**config.mk**
```make
export PLATFORM = sky130hd
export DESIGN_NAME = oaddr_core
export DESIGN_NICKNAME = d
export VERILOG_FILES = /design/src/core/oaddr_decode.v /design/src/core/oaddr_core.v
export VERILOG_INCLUDE_DIRS = /design/src /design/src/inc
export SDC_FILE = /design/constraint.sdc
export NUM_CORES = 1
export LEC_CHECK = 0
export BUFFER_PORTS_ARGS = -buffer_cell sky130_fd_sc_hd__buf_2
export CAP_MARGIN = 5
export CORE_AREA = 2 2 176 178
export DETAILED_ROUTE_END_ITERATION = 10
export DIE_AREA = 0 0 178 180
export PLACE_DENSITY = 0.63
export SLEW_MARGIN = 20
export SYNTH_ARGS = -nofsm -noshare
export SYNTH_HDL_FRONTEND = slang
export SYNTH_HIERARCHICAL = 1
export SYNTH_SLANG_ARGS = --single-unit
```
**constraint.sdc**
```tcl
create_clock -name aclk -period 3.4 [get_ports aclk]
set_input_delay 0.34 -clock aclk [delete_from_list [all_inputs] [get_ports aclk]]
set_output_delay 0.34 -clock aclk [all_outputs]
set_load 0.02 [all_outputs]
```
**src/inc/oaddr_consts.vh**
```
`ifndef OADDR_CONSTS_VH
`define OADDR_CONSTS_VH

// register byte addresses
`define OA_OFF_WREG 32'h00000000
`define OA_OFF_PAIR 32'h00000004
`define OA_OFF_CTRL 32'h00000008
`define OA_OFF_PC 32'h0000000C
`define OA_OFF_REQ 32'h00000010
`define OA_OFF_RES 32'h00000014
`define OA_OFF_BOP 32'h00000018
`define OA_OFF_SKIP 32'h0000001C

`define OA_RESP_OKAY 2'h0
`define OA_RESP_SLVERR 2'h2

// control word fields
`define OA_CTL_CY 0
`define OA_CTL_MBE 1
`define OA_CTL_MBS_LO 4
`define OA_CTL_PCC_LO 8

// request, bit-op and skip fields
`define OA_REQ_KIND_LO 16
`define OA_BOP_SEL_LO 2
`define OA_BOP_BIT_LO 5
`define OA_SKIP_TABLE_INDIRECT_CALL 2

// operand kinds
`define OA_K_DIRECT 4'h0
`define OA_K_IND_HL 4'h1
`define OA_K_IND_DE 4'h2
`define OA_K_FMEM 4'h3
`define OA_K_PMEM 4'h4
`define OA_K_ABS 4'h5
`define OA_K_REL 4'h6
`define OA_K_CADDR 4'h7
`define OA_K_FADDR 4'h8
`define OA_K_TADDR 4'h9

`define OA_BANK0 4'h0
`define OA_BANK1 4'h1
`define OA_BANK15 4'hF

`define OA_FMEM_A_LO 12'hFB0
`define OA_FMEM_A_HI 12'hFBF
`define OA_FMEM_B_LO 12'hFF0
`define OA_PMEM_LO 12'hFC0
`define OA_PROG_MAX 13'h1F7F
`define OA_TADDR_LO 13'h0020
`define OA_TADDR_HI 13'h007F
`define OA_REL_FWD_MIN 14'h0002
`define OA_REL_FWD_MAX 14'h0010
`define OA_REL_BACK_MIN 14'h3FF1

// bit operations on the carry
`define OA_BOP_LD 2'h0
`define OA_BOP_AND 2'h1
`define OA_BOP_OR 2'h2
`define OA_BOP_XOR 2'h3

// skip lengths and extra machine cycles
`define OA_LEN_NONE 2'h0
`define OA_LEN_LONG 2'h3
`define OA_S_NONE 2'h0
`define OA_S_SHORT 2'h1
`define OA_S_LONG 2'h2

// machine-cycle divider settings
`define OA_PCC_SLOW 2'h0
`define OA_PCC_MID 2'h1
`define OA_PCC_FAST 2'h2
`define OA_PCC_BAD 2'h3
`define OA_DIV_SLOW 8'h3F
`define OA_DIV_MID 8'h0F
`define OA_DIV_FAST 8'h03

`endif

```
**src/core/oaddr_decode.v**
```verilog
`timescale 1ns/1ns
`include "oaddr_consts.vh"

module oaddr_decode (
   input wire [3:0] kind,
   input wire [12:0] oper,
   input wire [12:0] pc,
   input wire bank_enable_flag,
   input wire [3:0] bank_select_value,
   input wire [7:0] hl,
   input wire [7:0] de,
   input wire [7:0] dl,
   output reg [3:0] bank,
   output reg [12:0] addr,
   output reg legal,
   output reg is_data
);
   reg [13:0] diff;
   reg [12:0] blk;

   always @* begin
      diff = {1'b0, oper} - {1'b0, pc};
      blk = {pc[12], oper[11:0]};
      bank = `OA_BANK0;
      addr = {5'h00, oper[7:0]};
      legal = 1'b0;
      is_data = 1'b1;
      case (kind)
         `OA_K_DIRECT: begin
            bank = bank_enable_flag ? bank_select_value : (oper[7] ? `OA_BANK15 : `OA_BANK0);
            legal = (oper[12:8] == 5'h00);
         end
         `OA_K_IND_HL: begin
            bank = bank_enable_flag ? bank_select_value : `OA_BANK0;
            addr = {5'h00, hl};
            legal = 1'b1;
         end
         `OA_K_IND_DE: begin
            addr = {5'h00, oper[0] ? dl : de};
            legal = 1'b1;
         end
         `OA_K_FMEM: begin
            bank = `OA_BANK15;
            legal = !oper[12] && ((oper[11:0] >= `OA_FMEM_A_LO && oper[11:0] <= `OA_FMEM_A_HI)
               || oper[11:0] >= `OA_FMEM_B_LO);
         end
         `OA_K_PMEM: begin
            bank = `OA_BANK15;
            legal = !oper[12] && oper[11:0] >= `OA_PMEM_LO;
         end
         `OA_K_ABS: begin
            is_data = 1'b0;
            addr = oper;
            legal = oper <= `OA_PROG_MAX;
         end
         `OA_K_REL: begin
            is_data = 1'b0;
            addr = oper;
            legal = (diff >= `OA_REL_FWD_MIN && diff <= `OA_REL_FWD_MAX)
               || diff >= `OA_REL_BACK_MIN;
         end
         `OA_K_CADDR: begin
            is_data = 1'b0;
            addr = blk;
            legal = !oper[12] && blk <= `OA_PROG_MAX;
         end
         `OA_K_FADDR: begin
            is_data = 1'b0;
            addr = {2'h0, oper[10:0]};
            legal = (oper[12:11] == 2'h0);
         end
         `OA_K_TADDR: begin
            is_data = 1'b0;
            addr = oper;
            legal = oper >= `OA_TADDR_LO && oper <= `OA_TADDR_HI && !oper[0];
         end
         default: begin
            legal = 1'b0;
         end
      endcase
      if (is_data) begin
         addr = {1'b0, bank, addr[7:0]};
      end
   end
endmodule

```
**src/core/oaddr_core.v**
```verilog
// Local design decisions: the AXI4-Lite interface to the registers and the address map.
`timescale 1ns/1ns
`include "oaddr_consts.vh"

// Contract
// - eight 4-bit working registers, accumulator included, usable as operands
// - pairs acc, counter, index and pointer act as 8-bit operands
// - carry is the arithmetic carry and the one-bit accumulator
// - direct operand, bank flag clear: 00H-7FH bank 0, 80H-FFH bank 15
// - direct operand, bank flag set: bank from selector, legal 0, 1, 15
// - indirect through index-based pairs always uses bank 0
// - flag-area operands limited to FB0H-FBFH and FF0H-FFFH
// - flag and port area operands use bank 15; port area FC0H-FFFH
// - long branch and call addresses lie in 0000H-1F7FH
// - relative targets reach PC-15 to PC-1 and PC+2 to PC+16
// - in-block target is 12 bits; PC bit 12 picks the block
// - short call target is 11 bits, reaching 0000H-07FFH only
// - table entry address is even, from 20H to 7FH
// - skip adds 0, 1 for 1-2 byte, 2 for 3-byte instruction
// - skipping a table indirect call costs exactly one machine cycle
// - machine cycle is one cpu clock; three rates set by divider control

module oaddr_core (
   input wire aclk,
   input wire aresetn,
   input wire [31:0] awaddr,
   input wire awvalid,
   output reg awready,
   input wire [31:0] wdata,
   input wire [3:0] wstrb,
   input wire wvalid,
   output reg wready,
   output reg [1:0] bresp,
   output reg bvalid,
   input wire bready,
   input wire [31:0] araddr,
   input wire arvalid,
   output reg arready,
   output reg [31:0] rdata,
   output reg [1:0] rresp,
   output reg rvalid,
   input wire rready
);
   // nibble i of wreg: 0 X, 1 A, 2 B, 3 C, 4 D, 5 E, 6 H, 7 L
   reg [31:0] wreg;
   reg carry;
   reg bank_enable_flag;
   reg [3:0] bank_select_value;
   reg [1:0] cpu_clock_divider_control;
   reg [12:0] pc;
   reg [3:0] req_kind;
   reg [12:0] req_oper;
   reg req_pend;
   reg [12:0] res_addr;
   reg [3:0] res_bank;
   reg res_legal;
   reg res_data;
   reg [1:0] skip_cnt;
   reg [7:0] div_cnt;
   reg [31:0] waddr_q;
   reg [31:0] wdata_q;
   reg [3:0] wstrb_q;

   wire wr_fire;
   wire [31:0] w_pair;
   wire [31:0] w_ctrl;
   wire [31:0] w_pc;
   wire [31:0] w_req;
   wire [31:0] w_res;
   wire [31:0] w_skip;
   wire [32:0] wr_sel;
   wire [32:0] rd_sel;
   wire [31:0] wr_m;
   wire [31:0] pair_m;
   wire [7:0] hl;
   wire [7:0] de;
   wire [7:0] dl;
   wire [3:0] dec_bank;
   wire [12:0] dec_addr;
   wire dec_legal;
   wire dec_data;
   wire [7:0] div_max;
   wire tick;
   wire bit_in;
   reg [1:0] next_skip;

   function [31:0] merge_strb;
      input [31:0] old;
      input [31:0] nw;
      input [3:0] strb;
      integer i;
      begin
         merge_strb = old;
         for (i = 0; i < 4; i = i + 1) begin
            if (strb[i]) begin
               merge_strb[i*8 +: 8] = nw[i*8 +: 8];
            end
         end
      end
   endfunction

   // pair byte p holds register 2p high and 2p+1 low; its own inverse
   function [31:0] swap_nib;
      input [31:0] v;
      integer i;
      begin
         swap_nib = v;
         for (i = 0; i < 4; i = i + 1) begin
            swap_nib[i*8 +: 4] = v[i*8+4 +: 4];
            swap_nib[i*8+4 +: 4] = v[i*8 +: 4];
         end
      end
   endfunction

   // bit 32 flags an unmapped address
   function [32:0] sel_word;
      input [31:0] a;
      input [31:0] r_wreg;
      input [31:0] r_pair;
      input [31:0] r_ctrl;
      input [31:0] r_pc;
      input [31:0] r_req;
      input [31:0] r_res;
      input [31:0] r_skip;
      begin
         if (a == `OA_OFF_WREG) begin
            sel_word = {1'b0, r_wreg};
         end else if (a == `OA_OFF_PAIR) begin
            sel_word = {1'b0, r_pair};
         end else if (a == `OA_OFF_CTRL) begin
            sel_word = {1'b0, r_ctrl};
         end else if (a == `OA_OFF_PC) begin
            sel_word = {1'b0, r_pc};
         end else if (a == `OA_OFF_REQ) begin
            sel_word = {1'b0, r_req};
         end else if (a == `OA_OFF_RES) begin
            sel_word = {1'b0, r_res};
         end else if (a == `OA_OFF_BOP) begin
            sel_word = {1'b0, 32'h00000000};
         end else if (a == `OA_OFF_SKIP) begin
            sel_word = {1'b0, r_skip};
         end else begin
            sel_word = {1'b1, 32'h00000000};
         end
      end
   endfunction

   assign w_pair = swap_nib(wreg);
   assign w_ctrl = {22'h000000, cpu_clock_divider_control, bank_select_value, 2'h0, bank_enable_flag, carry};
   assign w_pc = {19'h00000, pc};
   assign w_req = {12'h000, req_kind, 3'h0, req_oper};
   assign w_res = {6'h00, res_data, res_legal, 4'h0, res_bank, 3'h0, res_addr};
   assign w_skip = {27'h0000000, skip_cnt != `OA_S_NONE, 2'h0, skip_cnt};

   assign wr_sel = sel_word(waddr_q, wreg, w_pair, w_ctrl, w_pc, w_req, w_res, w_skip);
   assign rd_sel = sel_word(araddr, wreg, w_pair, w_ctrl, w_pc, w_req, w_res, w_skip);
   assign wr_m = merge_strb(wr_sel[31:0], wdata_q, wstrb_q);
   assign pair_m = swap_nib(wr_m);

   // both halves of the write are held and no response is outstanding
   assign wr_fire = !awready && !wready && !bvalid;

   assign hl = w_pair[31:24];
   assign de = w_pair[23:16];
   assign dl = {wreg[19:16], wreg[31:28]};
   assign bit_in = wreg[{wdata_q[`OA_BOP_SEL_LO +: 3], wdata_q[`OA_BOP_BIT_LO +: 2]}];

   assign div_max = (cpu_clock_divider_control == `OA_PCC_FAST) ? `OA_DIV_FAST :
                    (cpu_clock_divider_control == `OA_PCC_MID) ? `OA_DIV_MID : `OA_DIV_SLOW;
   assign tick = (div_cnt == div_max);

   oaddr_decode u_dec (
      .kind(req_kind),
      .oper(req_oper),
      .pc(pc),
      .bank_enable_flag(bank_enable_flag),
      .bank_select_value(bank_select_value),
      .hl(hl),
      .de(de),
      .dl(dl),
      .bank(dec_bank),
      .addr(dec_addr),
      .legal(dec_legal),
      .is_data(dec_data)
   );

   // extra machine cycles for a skip request
   always @* begin
      if (wdata_q[`OA_SKIP_TABLE_INDIRECT_CALL]) begin
         next_skip = `OA_S_SHORT;
      end else if (wdata_q[1:0] == `OA_LEN_NONE) begin
         next_skip = `OA_S_NONE;
      end else if (wdata_q[1:0] == `OA_LEN_LONG) begin
         next_skip = `OA_S_LONG;
      end else begin
         next_skip = `OA_S_SHORT;
      end
   end

   // write address and data channels, taken in either order
   always @(posedge aclk) begin
      if (!aresetn) begin
         awready <= 1'b1;
         wready <= 1'b1;
         bvalid <= 1'b0;
         bresp <= `OA_RESP_OKAY;
         waddr_q <= 32'h00000000;
         wdata_q <= 32'h00000000;
         wstrb_q <= 4'h0;
      end else begin
         if (awvalid && awready) begin
            waddr_q <= awaddr;
            awready <= 1'b0;
         end
         if (wvalid && wready) begin
            wdata_q <= wdata;
            wstrb_q <= wstrb;
            wready <= 1'b0;
         end
         if (wr_fire) begin
            bvalid <= 1'b1;
            bresp <= wr_sel[32] ? `OA_RESP_SLVERR : `OA_RESP_OKAY;
         end
         if (bvalid && bready) begin
            bvalid <= 1'b0;
            awready <= 1'b1;
            wready <= 1'b1;
         end
      end
   end

   // read channel answers one cycle after the address is taken
   always @(posedge aclk) begin
      if (!aresetn) begin
         arready <= 1'b1;
         rvalid <= 1'b0;
         rdata <= 32'h00000000;
         rresp <= `OA_RESP_OKAY;
      end else begin
         if (arvalid && arready) begin
            arready <= 1'b0;
            rvalid <= 1'b1;
            rdata <= rd_sel[31:0];
            rresp <= rd_sel[32] ? `OA_RESP_SLVERR : `OA_RESP_OKAY;
         end
         if (rvalid && rready) begin
            rvalid <= 1'b0;
            arready <= 1'b1;
         end
      end
   end

   // machine-cycle divider; after a rate change a count above the new limit restarts at zero
   always @(posedge aclk) begin
      if (!aresetn) begin
         div_cnt <= 8'h00;
      end else if (tick || div_cnt > div_max) begin
         div_cnt <= 8'h00;
      end else begin
         div_cnt <= div_cnt + 8'h01;
      end
   end

   // register file and its side effects
   always @(posedge aclk) begin
      if (!aresetn) begin
         wreg <= 32'h00000000;
         carry <= 1'b0;
         bank_enable_flag <= 1'b0;
         bank_select_value <= `OA_BANK0;
         cpu_clock_divider_control <= `OA_PCC_SLOW;
         pc <= 13'h0000;
         req_kind <= `OA_K_DIRECT;
         req_oper <= 13'h0000;
         req_pend <= 1'b0;
         res_addr <= 13'h0000;
         res_bank <= `OA_BANK0;
         res_legal <= 1'b0;
         res_data <= 1'b0;
         skip_cnt <= `OA_S_NONE;
      end else begin
         req_pend <= 1'b0;
         if (req_pend) begin
            res_addr <= dec_addr;
            res_bank <= dec_bank;
            res_legal <= dec_legal;
            res_data <= dec_data;
         end
         // stall cycles drain one per machine cycle
         if (tick && skip_cnt != `OA_S_NONE) begin
            skip_cnt <= skip_cnt - 2'h1;
         end
         if (wr_fire && !wr_sel[32]) begin
            if (waddr_q == `OA_OFF_WREG) begin
               wreg <= wr_m;
            end else if (waddr_q == `OA_OFF_PAIR) begin
               wreg <= pair_m;
            end else if (waddr_q == `OA_OFF_CTRL) begin
               carry <= wr_m[`OA_CTL_CY];
               bank_enable_flag <= wr_m[`OA_CTL_MBE];
               // an illegal bank value is dropped, the old bank stays
               if (wr_m[`OA_CTL_MBS_LO +: 4] == `OA_BANK0 ||
                   wr_m[`OA_CTL_MBS_LO +: 4] == `OA_BANK1 ||
                   wr_m[`OA_CTL_MBS_LO +: 4] == `OA_BANK15) begin
                  bank_select_value <= wr_m[`OA_CTL_MBS_LO +: 4];
               end
               if (wr_m[`OA_CTL_PCC_LO +: 2] != `OA_PCC_BAD) begin
                  cpu_clock_divider_control <= wr_m[`OA_CTL_PCC_LO +: 2];
               end
            end else if (waddr_q == `OA_OFF_PC) begin
               pc <= wr_m[12:0];
            end else if (waddr_q == `OA_OFF_REQ) begin
               req_oper <= wr_m[12:0];
               req_kind <= wr_m[`OA_REQ_KIND_LO +: 4];
               req_pend <= 1'b1;
            end else if (waddr_q == `OA_OFF_BOP) begin
               if (wdata_q[1:0] == `OA_BOP_LD) begin
                  carry <= bit_in;
               end else if (wdata_q[1:0] == `OA_BOP_AND) begin
                  carry <= carry & bit_in;
               end else if (wdata_q[1:0] == `OA_BOP_OR) begin
                  carry <= carry | bit_in;
               end else begin
                  carry <= carry ^ bit_in;
               end
            end else if (waddr_q == `OA_OFF_SKIP) begin
               skip_cnt <= next_skip;
            end
         end
      end
   end
endmodule

```
# [Yosys cells after proc, flatten, opt, wreduce, memory -nomap -nowiden]
# Index checks and enable logic that the tools add are counted.
[word_totals] reg_bits=209 inputBits=107 out_inout_bits=41 word_cells=194
[op_classes] addsub=3 n_lt_le_gt_ge=13 eq_ne=34 n_mux=57 bitwise=9 n_reduce_logical=52
[op_table] cell="$mux W33" count=16
[op_table] cell="$eq A32 B5 Y1 const B" count=8
[op_table] cell="$eq A32 B4 Y1 const B" count=4
[op_table] cell="$pmux W13 S5" count=1
[op_table] cell="$eq A32 B3 Y1 const B" count=2
[op_table] cell="$logic_not A32 Y1" count=2
[op_table] cell="$mux W32" count=2
[op_table] cell="$ge A12 B12 Y1 const B" count=3
[op_table] cell="$mux W8" count=4
[op_table] cell="$mux W2" count=14
[op_table] cell="$le A13 B13 Y1 const B" count=2
[op_table] cell="$eq A4 B3 Y1 const B" count=4
[op_table] cell="$logic_and A1 B1 Y1" count=16
[op_table] cell="$mux W4" count=4
[op_table] cell="$reduce_and A5 Y1" count=3
[op_table] cell="$ge A14 B14 Y1 const B" count=1
[op_table] cell="$ge A14 B2 Y1 const B" count=1
[op_table] cell="$le A14 B5 Y1 const B" count=1
[op_table] cell="$sub A13 B13 Y14" count=1
[op_table] cell="$ge A13 B6 Y1 const B" count=1
[op_table] cell="$le A13 B7 Y1 const B" count=1
[op_table] cell="$mux W13" count=1
[op_table] cell="$eq A4 B4 Y1 const B" count=3
[op_table] cell="$le A12 B12 Y1 const B" count=1
[op_table] cell="other kinds (32)" count=72

# [Depth between registers and ports, before layout]
[depth] word_depth=14 mapped_depth=13 depth_no_buf=12

# [Cells and area by module]
# Netlist, hierarchy kept.
[modules_own_cells] mod="oaddr_core" instances=1 cells_each=1229 area_per_inst_um2=10319.9 seq_area_each_um2=4144.0
[modules_own_cells] mod="oaddr_decode" instances=1 cells_each=223 area_per_inst_um2=1539.0 seq_area_each_um2=0.0

# [Least setup slack after synthesis]
# Ideal clock, no wire load.
[synth_path] kind="register to register" from="register req_oper[0]" to="register res_legal" setup_time_ns=0.065 arrival_time_ns=3.067 required_ns=3.335 slack_ns=0.267 path_stages_with_launch=14 n_path_buf=1 synth_period_minus_slack_ns=3.133 cell_sequence="dfxtp_1 -> clkbuf_1 -> inv_1 -> ha_1 -> fa_1 -> nor2b_1 -> o2111a_1 -> o21ai_0 -> a2111oi_2 -> o2111ai_1 -> nand4bb_1 -> o41ai_2 -> mux2i_1 -> nor2_1"
[synth_via] elab_chain_len=5 word_cells_on_any_way=23 classes_between="add/sub (1); order compare (11); mux (1); reduce/logical (10)"
[synth_rtl] item="from (decl)" line_no="oaddr_core.v:52" text="reg [12:0] req_oper;"
[synth_rtl] item="from (signal assigned)" line_no="oaddr_core.v:313" text="req_oper <= wr_m[12:0];"
[synth_rtl] item="$sub A13 B13 Y14 (tied with other cells)" line_no="oaddr_decode.v:22" text="diff = {1'b0, oper} - {1'b0, pc};"
[synth_rtl] item="$ge A14 B2 Y1 (no source line) (tied with other cells)"
[synth_rtl] item="$logic_and A1 B1 Y1 (no source line) or $logic_or A1 B1 Y1 (tied branches)"
[synth_rtl] item="$logic_or A1 B1 Y1 (no source line) or $logic_and A1 B1 Y1 (tied branches)"
[synth_rtl] item="$pmux W1 S9 (*)" line_no="oaddr_decode.v:28" text="case (kind)"
[synth_rtl] item="via dec_legal" line_no="oaddr_core.v:80" text="wire dec_legal;"
[synth_rtl] item="to (signal assigned)" line_no="oaddr_core.v:286" text="res_legal <= dec_legal;"
[synth_rtl] item="to (decl)" line_no="oaddr_core.v:56" text="reg res_legal;"
# The timed path passes the listed nets; every way through them passes the cells marked *.
# A chain may end at the register's enable or synchronous reset.

# [Worst setup path in the final report]
[layout_path] from="register wdata_q[6]" to="register carry"
[layout_via] elab_chain_len=10 word_cells_on_any_way=12 classes_between="mux (9); bitwise (3)"
[layout_rtl] item="from (decl)" line_no="oaddr_core.v:61" text="reg [31:0] wdata_q;"
[layout_rtl] item="from (signal assigned)" line_no="oaddr_core.v:216" text="wdata_q <= wdata;"
[layout_rtl] item="$bmux W1 S5 (*)" line_no="oaddr_core.v:166" text="assign bit_in = wreg[{wdata_q[`OA_BOP_SEL_LO +: 3], wdata_q[`OA_BOP_BIT_LO +: 2]}];"
[layout_rtl] item="$mux W1 (*)" line_no="oaddr_core.v:166"
[layout_rtl] item="$xor A1 B1 Y1 or $or A1 B1 Y1 (tied branches)" line_no="oaddr_core.v:324, oaddr_core.v:322"
[layout_rtl] item="$mux W1" line_no="oaddr_core.v:321" text="end else if (wdata_q[1:0] == `OA_BOP_OR) begin"
[layout_rtl] item="$mux W1" line_no="oaddr_core.v:319" text="end else if (wdata_q[1:0] == `OA_BOP_AND) begin"
[layout_rtl] item="$mux W1 (*)" line_no="oaddr_core.v:317" text="if (wdata_q[1:0] == `OA_BOP_LD) begin"
[layout_rtl] item="$mux W1 (*)" line_no="oaddr_core.v:316" text="end else if (waddr_q == `OA_OFF_BOP) begin"
[layout_rtl] item="$mux W1 (*)" line_no="oaddr_core.v:312" text="end else if (waddr_q == `OA_OFF_REQ) begin"
[layout_rtl] item="$mux W1 (*)" line_no="oaddr_core.v:310" text="end else if (waddr_q == `OA_OFF_PC) begin"
[layout_rtl] item="$mux W1 (*)" line_no="oaddr_core.v:298" text="end else if (waddr_q == `OA_OFF_CTRL) begin"
[layout_rtl] item="to (signal assigned)" line_no="oaddr_core.v:299" text="carry <= wr_m[`OA_CTL_CY];"
[layout_rtl] item="to (signal assigned)" line_no="oaddr_core.v:318" text="carry <= bit_in;"
[layout_rtl] item="to (signal assigned)" line_no="oaddr_core.v:320" text="carry <= carry & bit_in;"
[layout_rtl] item="to (decl)" line_no="oaddr_core.v:46" text="reg carry;"
# Every way passes the cells marked *; elsewhere a longest branch is shown, timed or not. The select of a mux whose other input is x is not followed.

==> flow_summary.yaml <==
timing:
  min_period_ns: 2.95
  finalSetupViolations: 0
  slew_viol_final: 0
  worst_slack_ns: 0.447
  hold_violations: 0
  fin_setup_tns_ns: 0
  fin_crit_sh: 0.868
  rsz0062_at_grt: "false"
  max_freq_mhz: 339
  fin_skew_ns: 0.0194
  relSlewSlack: 0.336
  worstMarginPinSlew_ns: 0.983
floorplan:
  core-area_sq_um: 30200
  io_pins: 148
  num_rows: 64
  start_util: 0.393
  die_w_um: 178
  die_height_um: 180
  die-area_sq_um: 32000
synth:
  synth_enable_flop_cells: 0
  ys.flop_type: "dfxtp_1"
  ys_seq_elements: 207
  synth_cell_types: 94
  avgSynthCellArea_sq_um: 8.17
  synthesis.area_sq_um: 11900
  ys_seq_area_frac: 0.349
  synth-async-reset-ratio: 0
  ys_warn_count: 6
  syn_inst: 1452
clocking:
  htreeDepth: 1
  clk_pin_slew_worst_paths_ns: 0.06
  cts_resized: 0
  cts_num_sinks: 207
  postCtsSetupBuffers: 0
  cts_tree: "done"
  clock_path_buffers: 3
  cts-buffers-inserted: 23
  clk-insertion-delay-late_ns: 0.52
  cts_hold_repair.buffers: 0
  ctsRootBufferMaster: "clkbuf_16"
placed_design:
  place.gp.congestion: 0.909
  dp_slack_ns: 0.456
  port_buffers: 145
  place_hpwl_um: 28900
worst_setup_path:
  critPathRequiredTime_ns: 3.77
  worstSetupPathType: "flip-flop to flip-flop"
  rr_worst_depth: 10
  startpoint_type: "flip-flop"
  cp.arrival_ns: 3.32
  cp-end-kind: "flip-flop"
  crit_fanout: 10
  regToRegSetupSlack_ns: 0.45
cells_and_area:
  diodes: 0
  layout-drive-gt1-share: 0.201
  final_common_cell: "nand2_1"
  syn2layout_area_growth_pct: 16.1
  nFillCells: 3011
  nets: 1699
  regArea_sq_um: 4150
  final_cell_mix: "238 x nand2_1, 206 x dfxtp_1, 145 x buf_2"
  multi_input_area_sq_um: 7060
detailed_routing:
  first_iter_violations: 1291
  drc: 0
  vias: 11800
  vias_per_cell: 5.99
  drt_pass1_iterations: 7
  wl_met3_um: 3700
  wl_met2_um: 17500
  dr.max_layer_used: "met4"
  wl_per_cell_um: 20.2
  wl_um: 39800
  ant_nets: 0
  wl_met1_um: 17000
global_route:
  grt_pass1_wl_um: 62800
  grt_start_max_net_pins: 62
  antenna_found_initial: 0
  grt_pass1_vias: 11000
  grt_overflow_total: 0
  groute.usage.overall: 0.244
power_and_ir_drop:
  ir_drop_mv: 0.303
  power.density_nw_per_um2: 416
  p_total_mw: 5.73
  p_leak_nw: 5.19
min_path:
  whs_path_depth: 2
  hp-class: "primary input to flip-flop"
run:
  maxCapViolCount: 0
status:
  outcome: "complete, no violations"
==> Yosys cell counts, types with 8 or more instances <==
master | count | area, sq um
a211oi_1 | 15 | 113
a21o_1 | 9 | 67.6
a21oi_1 | 133 | 666
a221o_1 | 8 | 80.1
a221oi_1 | 18 | 158
a222oi_1 | 19 | 190
a22o_1 | 9 | 78.8
a22oi_1 | 11 | 82.6
a311oi_1 | 8 | 70.1
and2_1 | 8 | 50.1
buf_2 | 12 | 60.1
buf_4 | 10 | 75.1
clkbuf_1 | 75 | 282
dfxtp_1 | 207 | 4140
ha_1 | 26 | 325
inv_1 | 52 | 195
mux2_2 | 19 | 214
mux2i_1 | 58 | 581
mux4_2 | 10 | 225
nand2_1 | 240 | 901
nand2b_1 | 11 | 68.8
nand3_1 | 8 | 40.0
nor2_1 | 132 | 495
nor2b_1 | 17 | 106
nor3_1 | 37 | 185
nor4_1 | 15 | 93.8
o2111ai_1 | 10 | 87.6
o211ai_1 | 9 | 67.6
o21ai_0 | 69 | 345
o22ai_1 | 23 | 144
or3_1 | 8 | 50.1
==> sequential cells by signal, summed over array words and instances (netlist names), 2 cells and up <==
signal	cells
req_oper	13
res_addr	13
div_cnt	8
wstrb_q	4
wreg	32
skip_cnt	2
wdata_q	32
rdata	32
waddr_q	32
pc	13
bank_select_value	4
req_kind	4
res_bank	4
cpu_clock_divider_control	2
==> report_power, final <==
| part | internal (mW) | total (mW) | switching [mW] |
|---|---|---|---|
| logic | 0.227 | 0.601 | 0.374 |
| clock network | 1.51 | 2.54 | 1.03 |
| registers | 2.51 | 2.60 | 0.0889 |
==> final timing paths <==
check / start / to
setup / recovery: wdata_q[6] / carry
hold / removal: wvalid / wready
setup reg to reg: wdata_q[6] / carry
hold reg to reg: div_cnt[0] / div_cnt[0]
==> critical path: stages, from the launching register on <==
cell and delay (ns):
dfxtp_1 0.65, mux4_2 0.58, mux4_2 0.47, mux2_2 0.31
inv_1 0.07, ha_1 0.21, mux2i_1 0.15, nor2_1 0.07
a21oi_1 0.12, o21a_1 0.12, a31oi_1 0.07
==> logic make-up (layout without fill, tap and decap cells) <==
logic type,Yosys count,after routing,synth area share
other,1,3,0.000316
flip-flops,207,207,0.349
AND/OR/NAND/NOR,538,538,0.222
buffers and inverters,161,288,0.0579
XOR/XNOR,9,9,0.00665
multiplexers,89,89,0.0879
adder cells (fa/ha/maj),27,27,0.0291
AO/OA/AOI/OAI,420,420,0.247
==> routing by layer <==
| metal | vias up | GRT usage |
|---|---|---|
| met1 | 5586 | 0.345 |
| li1 | 5528 | - |
| met4 | 0 | 0.0987 |
| met2 | 620 | 0.369 |
| met5 | - | 0 |
| met3 | 100 | 0.0389 |
==> per-stage QoR <==
step	cell area [sq um]	util	hold slack [ns]	cells
6_report	13800	0.456	0.0437	1977
5_1_grt	13800	0.456	0.0524	1977
4_1_cts	13800	0.456	0.0220	1977
3_5_place_dp	13000	0.431	0.433	1936
3_3_place_gp	13000	0.431	0.424	1936
2_1_floorplan	11900	-	0.413	1454
==> area by class of cell <==
class | instances | share of cell area
Timing Repair Buffer | 194 | 0.0803
Multi-Input combinational cell | 1086 | 0.513
Clock buffer | 32 | 0.0479
Inverter | 53 | 0.0146
Clock inverter | 9 | 0.00754
Tap cell | 396 | 0.0360
Sequential cell | 207 | 0.301
Power figures use the tool's default switching activity.
